### src/design/dvg_params.svh
// constants for the data-enable generator and de-skew configuration block
`ifndef DVG_PARAMS_SVH
`define DVG_PARAMS_SVH

// --------------------------------------------------------------------------
// register sub-addresses
// --------------------------------------------------------------------------
`define DVG_SUB_CTL3   8'h0A
`define DVG_SUB_CFG    8'h0B
`define DVG_SUB_RSV0   8'h0C
`define DVG_SUB_RSV1   8'h0D
`define DVG_SUB_RSV2   8'h0E
`define DVG_SUB_DLY    8'h32
`define DVG_SUB_DECTL  8'h33
`define DVG_SUB_TOP    8'h34
`define DVG_SUB_WID_L  8'h36
`define DVG_SUB_WID_H  8'h37
`define DVG_SUB_HGT_L  8'h38
`define DVG_SUB_HGT_H  8'h39
`define DVG_SUB_HP_L   8'h3A
`define DVG_SUB_HP_H   8'h3B

// --------------------------------------------------------------------------
// reset values and field positions
// --------------------------------------------------------------------------
`define DVG_RST_CTL3   8'h80
`define DVG_RST_RSV    24'h97D0A9
`define DVG_RST_BYTE   8'h00
`define DVG_RST_11     11'h000
`define DVG_SKEW_MSB   7
`define DVG_SKEW_LSB   5
`define DVG_SKEW_EN    4
`define DVG_CTL_MSB    2
`define DVG_CTL_LSB    1
`define DVG_GEN_EN     6
`define DVG_VPOL       5
`define DVG_HPOL       4
`define DVG_DLY8       0

// --------------------------------------------------------------------------
// counts
// --------------------------------------------------------------------------
`define DVG_SKEW_TAPS    8
`define DVG_SKEW_NEUTRAL 3'h4
`define DVG_CNT_MAX      11'h7FF
`define DVG_I2C_ADDR     7'h2C
`define DVG_BITS_BYTE    4'h8

`endif

### src/design/dvg_pkg.sv
// types shared by the generator block and its serial register port
package dvg_pkg;
  typedef enum {st_idle, st_rx, st_ack, st_tx, st_mack} dvg_i2c_state_t;
  typedef enum {kind_addr, kind_sub, kind_data} dvg_byte_kind_t;
  typedef logic [7:0] dvg_byte_t;
endpackage : dvg_pkg

### src/design/dvg_reg_if.sv
// register access link between the serial slave and the register file
`timescale 1ns/10ps
interface dvg_reg_if;
  dvg_pkg::dvg_byte_t addr;
  dvg_pkg::dvg_byte_t wdata;
  logic               wr_stb;
  dvg_pkg::dvg_byte_t rdata;
  modport bus_side (output addr, output wdata, output wr_stb, input rdata);
  modport reg_side (input addr, input wdata, input wr_stb, output rdata);
endinterface : dvg_reg_if

### src/design/dvg_i2c_slave.sv
// serial two-wire register slave with auto-incrementing sub-address
`timescale 1ns/10ps
`include "dvg_params.svh"
module dvg_i2c_slave (
  input  wire logic   clk_sys,
  input  wire logic   resetn,
  input  wire logic   scl_in,
  input  wire logic   sda_in,
  output logic        sda_out,
  output logic        sda_oe_n,
  dvg_reg_if.bus_side regs
);

  // --------------------------------------------------------------------------
  // pin synchronisers and line events
  // --------------------------------------------------------------------------
  logic [1:0]                  scl_sy;
  logic [1:0]                  sda_sy;
  logic                        scl_d;
  logic                        sda_d;
  logic                        start_c;
  logic                        stop_c;
  logic                        rise;
  logic                        fall;
  dvg_pkg::dvg_i2c_state_t     state;
  dvg_pkg::dvg_byte_kind_t     kind;
  logic                        rw;
  logic                        nack;
  logic [3:0]                  cnt;
  dvg_pkg::dvg_byte_t          sr;
  dvg_pkg::dvg_byte_t          ptr;
  dvg_pkg::dvg_byte_t          wdata;
  logic                        wr_stb;

  always_ff @(posedge clk_sys) begin
    if (!resetn) begin
      scl_sy <= 2'h3;
      sda_sy <= 2'h3;
      scl_d  <= 1'h1;
      sda_d  <= 1'h1;
    end else begin
      scl_sy <= {scl_sy[0], scl_in};
      sda_sy <= {sda_sy[0], sda_in};
      scl_d  <= scl_sy[1];
      sda_d  <= sda_sy[1];
    end
  end

  assign start_c = scl_sy[1] & scl_d & sda_d & ~sda_sy[1];
  assign stop_c  = scl_sy[1] & scl_d & ~sda_d & sda_sy[1];
  assign rise    = scl_sy[1] & ~scl_d;
  assign fall    = ~scl_sy[1] & scl_d;

  assign regs.addr   = ptr;
  assign regs.wdata  = wdata;
  assign regs.wr_stb = wr_stb;

  // --------------------------------------------------------------------------
  // byte engine
  // --------------------------------------------------------------------------
  // sda only changes on a seen scl fall, a few cycles late, well inside hold
  always_ff @(posedge clk_sys) begin
    if (!resetn) begin
      state    <= dvg_pkg::st_idle;
      kind     <= dvg_pkg::kind_addr;
      rw       <= 1'h0;
      nack     <= 1'h1;
      cnt      <= 4'h0;
      sr       <= 8'h00;
      ptr      <= 8'h00;
      wdata    <= 8'h00;
      wr_stb   <= 1'h0;
      sda_out  <= 1'h0;
      sda_oe_n <= 1'h1;
    end else begin
      wr_stb <= 1'h0;
      if (wr_stb) begin
        ptr <= ptr + 8'h01;
      end
      if (start_c) begin
        state    <= dvg_pkg::st_rx;
        kind     <= dvg_pkg::kind_addr;
        cnt      <= 4'h0;
        sda_oe_n <= 1'h1;
      end else if (stop_c) begin
        state    <= dvg_pkg::st_idle;
        sda_oe_n <= 1'h1;
      end else begin
        case (state)
          dvg_pkg::st_idle: begin
          end
          dvg_pkg::st_rx: begin
            if (rise) begin
              sr  <= {sr[6:0], sda_sy[1]};
              cnt <= cnt + 4'h1;
            end else if (fall && cnt == `DVG_BITS_BYTE) begin
              cnt <= 4'h0;
              case (kind)
                dvg_pkg::kind_addr: begin
                  if (sr[7:1] == `DVG_I2C_ADDR) begin
                    rw       <= sr[0];
                    sda_oe_n <= 1'h0;
                    state    <= dvg_pkg::st_ack;
                  end else begin
                    state <= dvg_pkg::st_idle;
                  end
                end
                dvg_pkg::kind_sub: begin
                  ptr      <= sr;
                  sda_oe_n <= 1'h0;
                  state    <= dvg_pkg::st_ack;
                end
                default: begin
                  wr_stb   <= 1'h1;
                  wdata    <= sr;
                  sda_oe_n <= 1'h0;
                  state    <= dvg_pkg::st_ack;
                end
              endcase
            end
          end
          dvg_pkg::st_ack: begin
            if (fall) begin
              cnt <= 4'h0;
              if (rw && kind == dvg_pkg::kind_addr) begin
                sr       <= regs.rdata;
                sda_oe_n <= regs.rdata[7];
                state    <= dvg_pkg::st_tx;
              end else begin
                sda_oe_n <= 1'h1;
                state    <= dvg_pkg::st_rx;
                kind     <= (kind == dvg_pkg::kind_addr) ? dvg_pkg::kind_sub
                                                         : dvg_pkg::kind_data;
              end
            end
          end
          dvg_pkg::st_tx: begin
            if (rise) begin
              cnt <= cnt + 4'h1;
            end else if (fall) begin
              if (cnt == `DVG_BITS_BYTE) begin
                sda_oe_n <= 1'h1;
                ptr      <= ptr + 8'h01;
                state    <= dvg_pkg::st_mack;
              end else begin
                sr       <= {sr[6:0], 1'h0};
                sda_oe_n <= sr[6];
              end
            end
          end
          dvg_pkg::st_mack: begin
            if (rise) begin
              nack <= sda_sy[1];
            end else if (fall) begin
              cnt <= 4'h0;
              if (nack) begin
                state <= dvg_pkg::st_idle;
              end else begin
                sr       <= regs.rdata;
                sda_oe_n <= regs.rdata[7];
                state    <= dvg_pkg::st_tx;
              end
            end
          end
          default: begin
            state <= dvg_pkg::st_idle;
          end
        endcase
      end
    end
  end

endmodule : dvg_i2c_slave

### src/design/dvg_top.sv
// data-enable generator, de-skew, blanking control and line period measurement
`timescale 1ns/10ps
`include "dvg_params.svh"
module dvg_top (
  input  wire logic        clk_sys,
  input  wire logic        resetn,
  input  wire logic        scl_in,
  input  wire logic        sda_in,
  output logic             sda_out,
  output logic             sda_oe_n,
  input  wire logic        pix_clk,
  input  wire logic [23:0] pix_data,
  input  wire logic        pix_hsync,
  input  wire logic        pix_vsync,
  input  wire logic        pix_de,
  output logic [23:0]      tx_data,
  output logic             tx_hsync,
  output logic             tx_vsync,
  output logic             tx_de,
  output logic [1:0]       tx_ctl,
  output logic             tx_valid
);

  // --------------------------------------------------------------------------
  // helpers
  // --------------------------------------------------------------------------
  function automatic logic [10:0] dvg_inc_sat(input logic [10:0] v);
    dvg_inc_sat = (v == `DVG_CNT_MAX) ? v : v + 11'h001;
  endfunction : dvg_inc_sat

  function automatic logic dvg_active(input logic lvl, input logic pol);
    dvg_active = ~(lvl ^ pol);
  endfunction : dvg_active

  // --------------------------------------------------------------------------
  // declarations
  // --------------------------------------------------------------------------
  dvg_reg_if regs ();

  dvg_pkg::dvg_byte_t ctl3;
  logic [23:0]        rsvd;
  dvg_pkg::dvg_byte_t dly_lo;
  dvg_pkg::dvg_byte_t de_generator_control;
  dvg_pkg::dvg_byte_t top;
  logic [10:0]        wid;
  logic [10:0]        hgt;
  logic [10:0]        meas;
  dvg_pkg::dvg_byte_t next_rdata;

  logic [27:0]        p_s1;
  logic [27:0]        p_s2;
  logic [26:0]        dline [0:`DVG_SKEW_TAPS-1];
  logic [2:0]         skew_tap;
  logic [26:0]        smp;
  logic               pclk_prev;
  logic               pedge;

  logic               hs_a;
  logic               vs_a;
  logic               hs_prev;
  logic               vs_prev;
  logic               hedge;
  logic               vedge;
  logic               seen_h;
  logic [10:0]        hcount;
  logic [10:0]        vcount;
  logic [10:0]        next_hcount;
  logic [10:0]        next_vcount;
  logic [11:0]        h_lo;
  logic [11:0]        h_hi;
  logic [11:0]        v_lo;
  logic [11:0]        v_hi;
  logic               gen_de;
  logic               next_de;

  // --------------------------------------------------------------------------
  // register port
  // --------------------------------------------------------------------------
  dvg_i2c_slave u_i2c (
    .clk_sys  (clk_sys),
    .resetn   (resetn),
    .scl_in   (scl_in),
    .sda_in   (sda_in),
    .sda_out  (sda_out),
    .sda_oe_n (sda_oe_n),
    .regs     (regs.bus_side)
  );

  // --------------------------------------------------------------------------
  // register file
  // --------------------------------------------------------------------------
  // reserved bytes 0C to 0E are stored as written; software may rely on read-back
  always_ff @(posedge clk_sys) begin
    if (!resetn) begin
      ctl3   <= `DVG_RST_CTL3;
      rsvd   <= `DVG_RST_RSV;
      dly_lo <= `DVG_RST_BYTE;
      de_generator_control <= `DVG_RST_BYTE;
      top    <= `DVG_RST_BYTE;
      wid    <= `DVG_RST_11;
      hgt    <= `DVG_RST_11;
    end else if (regs.wr_stb) begin
      case (regs.addr)
        `DVG_SUB_CTL3:  ctl3 <= regs.wdata;
        `DVG_SUB_RSV0:  rsvd[7:0] <= regs.wdata;
        `DVG_SUB_RSV1:  rsvd[15:8] <= regs.wdata;
        `DVG_SUB_RSV2:  rsvd[23:16] <= regs.wdata;
        `DVG_SUB_DLY:   dly_lo <= regs.wdata;
        `DVG_SUB_DECTL: de_generator_control <= regs.wdata;
        `DVG_SUB_TOP:   top <= regs.wdata;
        `DVG_SUB_WID_L: wid[7:0] <= regs.wdata;
        `DVG_SUB_WID_H: wid[10:8] <= regs.wdata[2:0];
        `DVG_SUB_HGT_L: hgt[7:0] <= regs.wdata;
        `DVG_SUB_HGT_H: hgt[10:8] <= regs.wdata[2:0];
        default: begin
        end
      endcase
    end
  end

  always_comb begin
    next_rdata = 8'h00;
    case (regs.addr)
      `DVG_SUB_CTL3:  next_rdata = ctl3;
      `DVG_SUB_CFG:   next_rdata = p_s2[23:16];
      `DVG_SUB_RSV0:  next_rdata = rsvd[7:0];
      `DVG_SUB_RSV1:  next_rdata = rsvd[15:8];
      `DVG_SUB_RSV2:  next_rdata = rsvd[23:16];
      `DVG_SUB_DLY:   next_rdata = dly_lo;
      `DVG_SUB_DECTL: next_rdata = de_generator_control;
      `DVG_SUB_TOP:   next_rdata = top;
      `DVG_SUB_WID_L: next_rdata = wid[7:0];
      `DVG_SUB_WID_H: next_rdata = {5'h00, wid[10:8]};
      `DVG_SUB_HGT_L: next_rdata = hgt[7:0];
      `DVG_SUB_HGT_H: next_rdata = {5'h00, hgt[10:8]};
      `DVG_SUB_HP_L:  next_rdata = meas[7:0];
      `DVG_SUB_HP_H:  next_rdata = {5'h00, meas[10:8]};
      default:        next_rdata = 8'h00;
    endcase
  end

  assign regs.rdata = next_rdata;

  // --------------------------------------------------------------------------
  // pixel input sampling and de-skew
  // --------------------------------------------------------------------------
  // every pixel pin goes through two stages before any logic looks at it
  always_ff @(posedge clk_sys) begin
    if (!resetn) begin
      p_s1      <= 28'h0000000;
      p_s2      <= 28'h0000000;
      pclk_prev <= 1'h0;
    end else begin
      p_s1      <= {pix_clk, pix_hsync, pix_vsync, pix_de, pix_data};
      p_s2      <= p_s1;
      pclk_prev <= p_s2[27];
    end
  end

  // skew step is one system clock; limited to what the sampling rate resolves
  always_ff @(posedge clk_sys) begin
    dline[0] <= p_s2[26:0];
    for (int i = 1; i < `DVG_SKEW_TAPS; i++) begin
      dline[i] <= dline[i-1];
    end
  end

  assign skew_tap = ctl3[`DVG_SKEW_EN] ? ctl3[`DVG_SKEW_MSB:`DVG_SKEW_LSB]
                                       : `DVG_SKEW_NEUTRAL;
  assign smp      = dline[skew_tap];
  assign pedge    = p_s2[27] & ~pclk_prev;

  // --------------------------------------------------------------------------
  // sync edges and counters
  // --------------------------------------------------------------------------
  assign hs_a  = dvg_active(smp[26], de_generator_control[`DVG_HPOL]);
  assign vs_a  = dvg_active(smp[25], de_generator_control[`DVG_VPOL]);
  assign hedge = hs_a & ~hs_prev;
  assign vedge = vs_a & ~vs_prev;

  always_comb begin
    next_hcount = hedge ? 11'h000 : dvg_inc_sat(hcount);
    if (vedge) begin
      next_vcount = 11'h000;
    end else if (hedge) begin
      next_vcount = dvg_inc_sat(vcount);
    end else begin
      next_vcount = vcount;
    end
  end

  // counters start saturated so nothing is generated before the first syncs
  always_ff @(posedge clk_sys) begin
    if (!resetn) begin
      hs_prev <= 1'h0;
      vs_prev <= 1'h0;
      hcount  <= `DVG_CNT_MAX;
      vcount  <= `DVG_CNT_MAX;
    end else if (pedge) begin
      hs_prev <= hs_a;
      vs_prev <= vs_a;
      hcount  <= next_hcount;
      vcount  <= next_vcount;
    end
  end

  // --------------------------------------------------------------------------
  // line period measurement
  // --------------------------------------------------------------------------
  // the first edge only arms; a partial line would give a false figure
  always_ff @(posedge clk_sys) begin
    if (!resetn) begin
      seen_h <= 1'h0;
      meas   <= `DVG_RST_11;
    end else if (pedge && hedge) begin
      seen_h <= 1'h1;
      if (seen_h) begin
        meas <= dvg_inc_sat(hcount);
      end
    end
  end

  // --------------------------------------------------------------------------
  // enable generation
  // --------------------------------------------------------------------------
  // sums are twelve bits wide so an over-range setting cannot wrap round
  assign h_lo = {3'h0, de_generator_control[`DVG_DLY8], dly_lo};
  assign h_hi = h_lo + {1'h0, wid};
  assign v_lo = {4'h0, top};
  assign v_hi = v_lo + {1'h0, hgt};

  always_comb begin
    gen_de = ({1'h0, next_vcount} >= v_lo) && ({1'h0, next_vcount} < v_hi)
          && ({1'h0, next_hcount} >= h_lo) && ({1'h0, next_hcount} < h_hi);
    next_de = de_generator_control[`DVG_GEN_EN] ? gen_de : smp[24];
  end

  // --------------------------------------------------------------------------
  // link side outputs
  // --------------------------------------------------------------------------
  always_ff @(posedge clk_sys) begin
    if (!resetn) begin
      tx_data  <= 24'h000000;
      tx_hsync <= 1'h0;
      tx_vsync <= 1'h0;
      tx_de    <= 1'h0;
      tx_ctl   <= 2'h0;
      tx_valid <= 1'h0;
    end else begin
      tx_valid <= pedge;
      if (pedge) begin
        tx_data  <= smp[23:0];
        tx_hsync <= smp[26];
        tx_vsync <= smp[25];
        tx_de    <= next_de;
        tx_ctl   <= next_de ? 2'h0 : ctl3[`DVG_CTL_MSB:`DVG_CTL_LSB];
      end
    end
  end

endmodule : dvg_top

### config.mk
export PLATFORM = sky130hd
export DESIGN_NAME = dvg_top
export DESIGN_NICKNAME = d
export VERILOG_FILES = /design/src/design/dvg_pkg.sv /design/src/design/dvg_reg_if.sv /design/src/design/dvg_i2c_slave.sv /design/src/design/dvg_top.sv
export VERILOG_INCLUDE_DIRS = /design/src /design/src/design
export SDC_FILE = /design/constraint.sdc
export NUM_CORES = 1
export LEC_CHECK = 0
export BUFFER_PORTS_ARGS = -buffer_cell sky130_fd_sc_hd__buf_2
export CORE_MARGIN = 2
export CORE_UTILIZATION = 45
export DETAILED_ROUTE_END_ITERATION = 8
export PLACE_DENSITY = 0.7
export SYNTH_ARGS = -nofsm -noshare
export SYNTH_HDL_FRONTEND = slang
export SYNTH_SLANG_ARGS = --single-unit
### constraint.sdc
create_clock -name clk_sys -period 4.13 [get_ports clk_sys]
set_input_delay 0.2065 -clock clk_sys [delete_from_list [all_inputs] [get_ports clk_sys]]
set_output_delay 0.2065 -clock clk_sys [all_outputs]
set_load 0.05 [all_outputs]
After elaboration in Yosys (flattened, before gate mapping):

Memories as Yosys holds them, arrays and structs flattened.
Cells that the tools add are included.

* register bits: 303
* memory bits (writable): 216
* output and inout bits: 32
* logic and storage cells: 229
* memories kept: 1

* $add $sub $neg: 6
* order comparisons: 4
* equality and inequality tests: 47
* multiplexer cells: 65
* bitwise logic cells: 30
* reductions and logical operators: 35

Memories
* dline: depth 8, bits a word 27, read ports 8, clocked after memory_dff 0, wr ports 8, RTL line dvg_top.sv:52 `` logic [26:0] dline [0:`DVG_SKEW_TAPS-1]; ``

Operator list (number)
* 2-to-1 mux 32 bit: 8
* case mux 32 bit (5 select lines): 1
* 2-to-1 mux 8 bit: 18
* case mux 8 bit (14 select lines): 1
* logical NOT 32 bit: 3
* == test 8 x 6 -> 1 bit (second input constant): 9
* == test 32 x 1 -> 1 bit (second input constant): 2
* == test 32 x 2 -> 1 bit (second input constant): 2
* 2-to-1 mux 11 bit: 5
* == test 8 x 4 -> 1 bit (second input constant): 5
* == test 32 x 3 -> 1 bit (second input constant): 1
* case mux 8 bit (4 select lines): 1
* < comparator 11 x 12 -> 1 bit: 2
* AND reduction 2 bit: 12
* adder 11 x 1 -> 11 bit (second input constant): 2
* == test 11 bit (second input constant): 2
* 2-to-1 mux 4 bit: 5
* != test 4 x 1 -> 1 bit (second input constant): 5
* NOT 1 bit: 18
* AND reduction 9 bit: 2
* 2-to-1 mux 1 bit: 16
* != test 2 x 1 -> 1 bit (second input constant): 8
* case mux 4 bit (4 select lines): 1
* case mux 8 bit (2 select lines): 1
* other kinds (28): 57

Longest topological paths before layout:

Gate-level depths: netlist of run 1.
An unclocked memory read counts as a cell.

* depth in word-level cells: 13
* gate-level depth with buffers: 19
* gate-level depth less buffers: 19

Hierarchy:

From an unflattened synthesis of run 1, not the netlist that was laid out.

* cell total of the unflattened synthesis: 1868
* area, all modules: 18388.9 um^2

Modules (own cells, without submodules)
* dvg_top: times used 1, cells each 1573, area an instance 15886.5 um^2, seq. area each 8348.0 um^2
* dvg_i2c_slave: times used 1, cells each 295, area an instance 2502.4 um^2, seq. area each 860.8 um^2

Worst setup path before layout of run 1:

Ideal clock, no wire load.

* path kind: flip-flop to flip-flop
* start: register ctl3[5]
* end: register tx_de
* library setup time: 0.061 ns
* arrival time: 3.906 ns
* required time: 4.069 ns
* setup slack: 0.163 ns
* stages on the path, launching flop included: 20
* path buffers: 3
* clock period less this slack: 3.967 ns
* path through: dfxtp_1 > buf_6 > buf_4 > and3b_1 > o21bai_1 > a22oi_4 > xnor2_1 > nor2_1 > clkbuf_1 > nor2_1 > ha_1 > nor2b_1 > o21a_1 > o21a_1 > o21bai_1 > a31o_2 > o211ai_1 > a221o_1 > nor4_2 > o221a_1

* elaborated cells on any way between the ends: 19
* those cells by class: order compare (4); mux (5); bitwise (6); reduce/logical (3); memory (1)

RTL lines
* from (decl): RTL line dvg_top.sv:40 `dvg_pkg::dvg_byte_t ctl3;`
* from (signal assigned): RTL line dvg_top.sv:95 `` ctl3 <= `DVG_RST_CTL3; ``
* from (signal assigned): RTL line dvg_top.sv:104 `` `DVG_SUB_CTL3: ctl3 <= regs.wdata; ``
* 2-to-1 mux 3 bit (no line) *
* memory read (8 x 27 bit) *
* bitwise XOR 1 bit *: RTL line dvg_top.sv:32 `dvg_active = ~(lvl ^ pol);`
* NOT 1 bit *: RTL line dvg_top.sv:32
* bitwise AND 1 bit *: RTL line dvg_top.sv:178 `assign hedge = hs_a & ~hs_prev;`
* 2-to-1 mux 11 bit *: RTL line dvg_top.sv:182 `next_hcount = hedge ? 11'h000 : dvg_inc_sat(hcount);`
* via next_hcount[1]: RTL line dvg_top.sv:67 `logic [10:0] next_hcount;`
* >= comparator 11 x 9 -> 1 bit: RTL line dvg_top.sv:234 `&& ({1'h0, next_hcount} >= h_lo) && ({1'h0, next_hcount} < h_hi);`
* logical AND 1 bit: RTL line dvg_top.sv:234
* logical AND 1 bit *: RTL line dvg_top.sv:234
* 2-to-1 mux 1 bit *: RTL line dvg_top.sv:235 `` next_de = de_generator_control[`DVG_GEN_EN] ? gen_de : smp[24]; ``
* to (signal assigned): RTL line dvg_top.sv:255 `tx_de <= next_de;`
* to (decl): RTL line dvg_top.sv:19 `output logic tx_de,`

The timed path passes the listed nets; every way through them passes the cells marked *.
A chain may end at the register's enable or synchronous reset.

Final worst setup path of run 1:

* start: register ctl3[5]
* end: register tx_de

* longest elaborated chain between the ends: 12
* elaborated cells on any way between the ends: 19
* those cells by class: order compare (4); mux (5); bitwise (6); reduce/logical (3); memory (1)

RTL lines
* 2-to-1 mux 3 bit (no line) *
* memory read (8 x 27 bit) *
* bitwise XOR 1 bit: RTL line dvg_top.sv:32
* NOT 1 bit: RTL line dvg_top.sv:32
* bitwise AND 1 bit: RTL line dvg_top.sv:178
* 2-to-1 mux 11 bit: RTL line dvg_top.sv:185 `end else if (hedge) begin`
* 2-to-1 mux 11 bit *: RTL line dvg_top.sv:183 `if (vedge) begin`
* via next_vcount[1]: RTL line dvg_top.sv:68 `logic [10:0] next_vcount;`
* < comparator 11 x 12 -> 1 bit / >= comparator 11 x 8 -> 1 bit (equally long branches): RTL line dvg_top.sv:233 `gen_de = ({1'h0, next_vcount} >= v_lo) && ({1'h0, next_vcount} < v_hi)`
* logical AND 1 bit *: RTL line dvg_top.sv:233
* logical AND 1 bit * (2 in a row): RTL line dvg_top.sv:234
* 2-to-1 mux 1 bit *: RTL line dvg_top.sv:235

Marks and branches as above.

==> results.sh, run 1 <==
export IMPL_drc=0
export IMPL_synthDistinctLibCells=74
export IMPL_critical_path_class="flip-flop to flip-flop"
export IMPL_seq_area_mm2=0.00922
export IMPL_antenna_cells=0
export IMPL_cts_tree="done"
export IMPL_clock_sinks=460
export IMPL_syn_area_mm2=0.0180
export IMPL_synthCells=1916
export IMPL_report_power_total_mw=9.73
export IMPL_numCtsBuffers=47
export IMPL_tightest_slew_ps=958
export IMPL_io_buffers=62
export IMPL_num_io_pins=64
export IMPL_max_stage_delay_ps=430
export IMPL_rsz0062_at_grt="false"
export IMPL_synthArstFlopShare=0
export IMPL_vias_per_cell=5.66
export IMPL_slowest_stage="dfxtp_2"
export IMPL_final_max_slew_viol_count=0
export IMPL_fin_skew_ps=21.5
export IMPL_grt_usage=0.222
export IMPL_synth_most_common_cell="dfxtp_1"
export IMPL_synth_edf_count=0
export IMPL_finalSetupViolCount=0
export IMPL_ys_ff_latch=460
export IMPL_setup_tns_ps=0
export IMPL_synth_area_top_cells="dfxtp_1 (51%), nand2_1 (5.0%), ha_1 (4.2%)"
export IMPL_min_period_ps=3890
export IMPL_critical_path_top_delay_family="compound AO/OA/AOI/OAI gates"
export IMPL_synth_commonest_cells="dfxtp_1 (460), nand2_1 (239), a21oi_1 (142)"
export IMPL_hold_viol=0
export IMPL_area_delta_synth_final_pct=15.4
export IMPL_drt_first_pass_iters=5
export IMPL_path_cells="buf_4 > mux2i_1 > o32ai_1 > a221oi_4 > mux2_4 > nor2_1 > ha_1 > nor2b_1 > o21a_1 > o21a_1 > o21a_1 > o21ai_0 > a31oi_1 > a31oi_2 > nor4_4 > o221a_1"
export IMPL_cts_root_buffer="clkbuf_16"
export IMPL_grt_pass1_vias=13506
export IMPL_insertion_delay_ps=590
export IMPL_yosysWarnings=0
export IMPL_drtIter0Drc=1271
export IMPL_min_path_type="flip-flop to flip-flop"
export IMPL_die_x_um=204
export IMPL_status="finished clean"
export IMPL_place_hpwl_mm=30.7
export IMPL_synth_nets=2010
export IMPL_ys_seq_area_frac=0.512
export IMPL_clk_path_buf_depth=3
export IMPL_path_buf_inv=1
export IMPL_die_area_mm2=0.0416
export IMPL_yosys_area_top_type="dfxtp_1"
export IMPL_ant_nets=0
export IMPL_grt_max_degree=98
export IMPL_gp_congestion=0.948
export IMPL_yosysTopAreaCellShare=0.512
export IMPL_post_route_period_util=0.942
export IMPL_worst_setup_path_start_kind="flip-flop"
export IMPL_start_util=0.455
export IMPL_dpl_worst_slack_ps=-136
export IMPL_grt_overflow_total=0
export IMPL_htreeDepth=2
export IMPL_wl_per_cell_um=18.3
export IMPL_grt_first_pass_wirelength_mm=73.3
export IMPL_cp_common_cell="o21a_1"
export IMPL_syn_area_per_cell_um2=9.38
export IMPL_final_nets=2060
export IMPL_setup_ws_ps=241
export IMPL_die_h_um=204
export IMPL_drv_cap=0
export IMPL_drive_gt1_frac=0.110
export IMPL_antenna_found_initial=0
export IMPL_p_per_area_mw_per_mm2=469
export IMPL_fmax_ghz=0.257
export IMPL_core_area_mm2=0.0395
export IMPL_rows=73
export IMPL_cts_clk_slew_worst_paths_ps=60
export IMPL_worstPathRequired_ps=4600
export IMPL_critical_path_max_fanout=20
export IMPL_r2r_setup_slack_ps=240
export IMPL_synth_main_ff_cell="dfxtp_1"
export IMPL_max_slew_margin_rel=0.361
export IMPL_nFillCells=3483
export IMPL_cp_arrival_ps=4360
export IMPL_ir_worst_vdd_v=0.000296
export IMPL_leakagePower_nw=8.03
export IMPL_num_vias=14295
export IMPL_crit_path_end_kind="flip-flop"
export IMPL_multi_input_area_mm2=0.00818
export IMPL_wl_mm=46.2
[metal layers]
| layer | routed length [µm] | track usage | vias up |
|---|---|---|---|
| met2 | 20200 | 0.339 | 486 |
| met1 | 21400 | 0.317 | 6846 |
| met5 | 0 | 0 | - |
| met4 | 1660 | 0.0829 | 0 |
| li1 | - | - | 6872 |
| met3 | 3000 | 0.0344 | 91 |
[final timing paths]
kind	from	to	cells after the start
max	ctl3[5]	tx_de	16
min	p_s2[24]	dline[0][24]	0
max reg2reg	ctl3[5]	tx_de	16
min reg2reg	p_s2[24]	dline[0][24]	0
[worst register-to-register path, delay by kind of cell, from the launching register on]
kind                       cells  cell delay (ps)
adders and majority gates      1              270
DFF                            1              430
and+or+nand+nor                3              410
muxes                          2              640
AOI/OAI and AO/OA              9             1750
buffers and inverters          1              280
[state kept, by name (all words and copies together) (netlist names), 11 cells and up]
name and count:
dline 216, hcount 11, hgt 11, meas 11
p_s1 28, p_s2 28, rsvd 24, tx_data 24
vcount 11, wid 11
[final cells by class]
type                       instances  share of cell area
clock buffer                      70              0.0662
tap                              525              0.0317
clock inverter                    14              0.0116
sequential                       460               0.444
inverter                          43             0.00790
timing repair buffer             128              0.0437
multi-input combinational       1286               0.394
[kinds of logic after synthesis]
group,synth area share
buffers and inverters,0.0366
flip-flops,0.512
other,0.000209
multiplexers,0.0445
adder cells (fa/ha/maj),0.0440
XOR/XNOR,0.0234
AO/OA/AOI/OAI,0.162
AND/OR/NAND/NOR,0.177
[metrics by stage]
step	util	hold WS (ps)	std cells	area [µm²]
floorplan	-	308	1916	18000
global placement	0.472	310	2403	18700
detailed placement	0.472	312	2403	18700
CTS	0.522	324	2521	20600
global route	0.524	332	2526	20700
finish	0.524	326	2526	20700
[where the power goes]
part / total [mW] / switching [mW] / internal [mW]
Combinational: 0.700 / 0.407 / 0.293
Sequential: 4.67 / 0.0890 / 4.58
Clock: 4.36 / 1.79 / 2.57
[timing repair]
item	in CTS	in global routing
pin swaps	0	3
gates cloned	0	0
hold buffers	34	0
buffers inserted	0	5
endpoints found under the hold margin	35	0
resized for setup	4	15
setup endpoints to repair	3	3
[placed cells by master, fill, tap and decap left out, types with 22 or more instances in the layout]
cell type	netlist	routed
buf_2	4	61
ha_1	60	60
mux4_2	25	25
nand3_1	123	123
buf_4	2	32
o22ai_1	31	31
o21ai_0	91	89
xor2_1	25	25
clkbuf_16	0	47
nor2_1	133	133
dlygate4sd3_1	0	34
nand2_1	239	238
inv_1	42	42
xnor2_1	23	22
a21oi_1	142	141
a311oi_1	25	25
dfxtp_1	460	455
and2_1	80	80
(Power assumes the default switching activity.)
==> run 2, diff against run 1 <==
- GPL_ROUTABILITY_DRIVEN: not set -> 1
- MAX_ROUTING_LAYER: not set -> met4
==> run 2 against run 1 <==
Clock-buffer cell count decreased by 9. Critical path depth unchanged. Register-to-register slack got worse by 70 ps. Routed wire length increased by 2.5%. First-iteration DRC count increased by 5.6%. Setup slack got worse by 75 ps. Clock power increased by 8.9%. Via count about the same. Non-clock buffer count unchanged. Largest cell class unchanged. Largest power group is now the clock network.
==> results.sh, run 2 (synthesized netlist as in run 1, its figures left out) <==
export IMPL_ant_nets=0
export IMPL_p_seq_frac=0.461
export IMPL_clkPwrFrac=0.468
export IMPL_drc=0
export IMPL_hold_path_startpoint="dline[1][24]"
export IMPL_critical_path_max_fanout=26
export IMPL_reg_largest_list="dline x216, p_s1 x28, p_s2 x28"
export IMPL_fin_util=0.528
export IMPL_min_period_ps=3960
export IMPL_p_sw_frac=0.228
export IMPL_largest_reg_flops=216
export IMPL_min_path_cells=0
export IMPL_vias_per_cell=5.66
export IMPL_drt_first_pass_iters=6
export IMPL_cts_root_buffer="clkbuf_16"
export IMPL_area_delta_synth_final_pct=16.2
export IMPL_start_util=0.455
export IMPL_io_buffers=62
export IMPL_insertion_delay_ps=590
export IMPL_status="finished clean"
export IMPL_clock_sinks=460
export IMPL_grt_usage=0.234
export IMPL_tightest_slew_ps=965
export IMPL_gp_congestion=0.918
export IMPL_finalSetupViolCount=0
export IMPL_num_vias=14300
export IMPL_max_stage_delay_ps=460
export IMPL_grt_overflow_total=0
export IMPL_regMostFlops="dline"
export IMPL_grt_max_degree=88
export IMPL_wl_mm=47.4
export IMPL_place_hpwl_mm=31.6
export IMPL_drtIter0Drc=1342
export IMPL_fin_skew_ps=29.5
export IMPL_min_path_type="flip-flop to flip-flop"
export IMPL_htreeDepth=2
export IMPL_die_x_um=204
export IMPL_hold_viol=0
export IMPL_critical_path_class="flip-flop to flip-flop"
export IMPL_cp_arrival_ps=4430
export IMPL_worstReg2RegEnd="tx_de"
export IMPL_crit_path_end_kind="flip-flop"
export IMPL_fin_cells=2525
export IMPL_numCtsBuffers=46
export IMPL_slowest_stage="dfxtp_2"
export IMPL_r2r_setup_slack_ps=170
export IMPL_p_per_area_mw_per_mm2=485
export IMPL_worstPathRequired_ps=4590
export IMPL_fmax_ghz=0.252
export IMPL_ff2ff_path_depth=16
export IMPL_final_max_slew_viol_count=0
export IMPL_multi_input_area_mm2=0.00818
export IMPL_worst_setup_path_start_kind="flip-flop"
export IMPL_rows=73
export IMPL_final_nets=2059
export IMPL_post_place_cells=2404
export IMPL_seq_area_mm2=0.00921
export IMPL_max_slew_margin_rel=0.356
export IMPL_final_common_cell="dfxtp_1"
export IMPL_leakagePower_nw=8.09
export IMPL_antenna_found_initial=1
export IMPL_grt_first_pass_wirelength_mm=75.2
export IMPL_whs_endpoint="dline[2][24]"
export IMPL_path_cells="and2_1 > buf_8 > o32ai_1 > a221oi_4 > mux2_4 > nor2_1 > ha_1 > nor2b_1 > o21a_1 > o21a_1 > o21a_1 > o21ai_0 > nand3_1 > a31oi_2 > nor4_4 > o221a_1"
export IMPL_r2r_start="ctl3[4]"
export IMPL_layout_common_cells="dfxtp_1 (456), nand2_1 (238), a21oi_1 (141), nor2_1 (133), nand3_1 (123)"
export IMPL_cts_clk_slew_worst_paths_ps=70
export IMPL_wl_per_cell_um=18.8
export IMPL_p_comb_frac=0.070
export IMPL_p_int_mw=7.82
export IMPL_drv_cap=0
export IMPL_die_h_um=204
export IMPL_power_net_switching_mw=2.32
export IMPL_num_io_pins=64
export IMPL_clk_path_buf_depth=3
export IMPL_die_area_mm2=0.0416
export IMPL_grt_pass1_vias=13724
export IMPL_cts_tree="done"
export IMPL_post_route_period_util=0.960
export IMPL_nFillCells=3498
export IMPL_cp_common_cell="o21a_1"
export IMPL_drive_gt1_frac=0.113
export IMPL_core_area_mm2=0.0395
export IMPL_ir_worst_vdd_v=0.000295
## run 2: worst max-delay path by stage
stage	end	start	slack, ps
6_report	tx_de	ctl3[4]	170
5_1_grt	tx_de	ctl3[5]	-30
4_1_cts	tx_de	hcount[3]	70
3_5_place_dp	tx_de	ctl3[4]	-100
3_3_place_gp	tx_de	ctl3[4]	40
2_1_floorplan	tx_de	ctl3[5]	160
## run 2: layout make-up
type | instances | share of cell area
antenna | 1 | 0.000120
clock buffer | 61 | 0.0626
clock inverter | 21 | 0.0219
inverter | 43 | 0.00785
multi-input combinational | 1286 | 0.392
sequential | 460 | 0.441
tap | 525 | 0.0315
timing repair buffer | 128 | 0.0432
## run 2: power groups by stage
stage / logic [mW] / registers (mW) / clock network (mW)
6_report: 0.712 / 4.68 / 4.75
5_1_grt: 0.783 / 4.69 / 4.99
4_1_cts: 0.684 / 4.67 / 4.82
3_5_place_dp: 0.653 / 4.77 / 0
3_3_place_gp: 0.649 / 4.76 / 0
2_1_floorplan: 0.444 / 4.78 / 0
## run 2: worst max-delay path: cells and delay by family, from the launching register on
| family | cells | cell delay [ps] |
|---|---|---|
| simple gates | 5 | 780 |
| compound gates | 8 | 1700 |
| mux | 1 | 410 |
| flops | 1 | 460 |
| fa+ha+maj | 1 | 260 |
| buf+inv | 1 | 250 |
## run 2: repair_timing
action | CTS | global route
setup buffers | 0 | 5
gates resized for setup | 4 | 14
pin swaps | 0 | 5
endpoints found under the hold margin | 42 | 0
hold buffers | 33 | 0
setup endpoints to repair | 3 | 3
## run 2: routing by layer
metal  part of all wire  global-route usage  up-vias
met5                  0                   -        -
met4              0.032              0.0819        0
met3              0.067              0.0367      104
met2               0.44               0.350      535
met1               0.46               0.321     6795
li1                   -                   -     6866
## run 2: metrics by stage
stage                     setup slack, ps  instance area (µm²)  total power, mW  setup TNS, ps  hold WS, ps
after floorplan                       163                18000             5.23              0          308
after global placement               41.2                18700             5.41              0          310
after detailed placement             -104                18700             5.42           -237          313
after CTS                            72.1                20800             10.2              0          321
after global routing                -26.1                20900             10.5          -26.1          322
final                                 166                20900             10.1              0          321
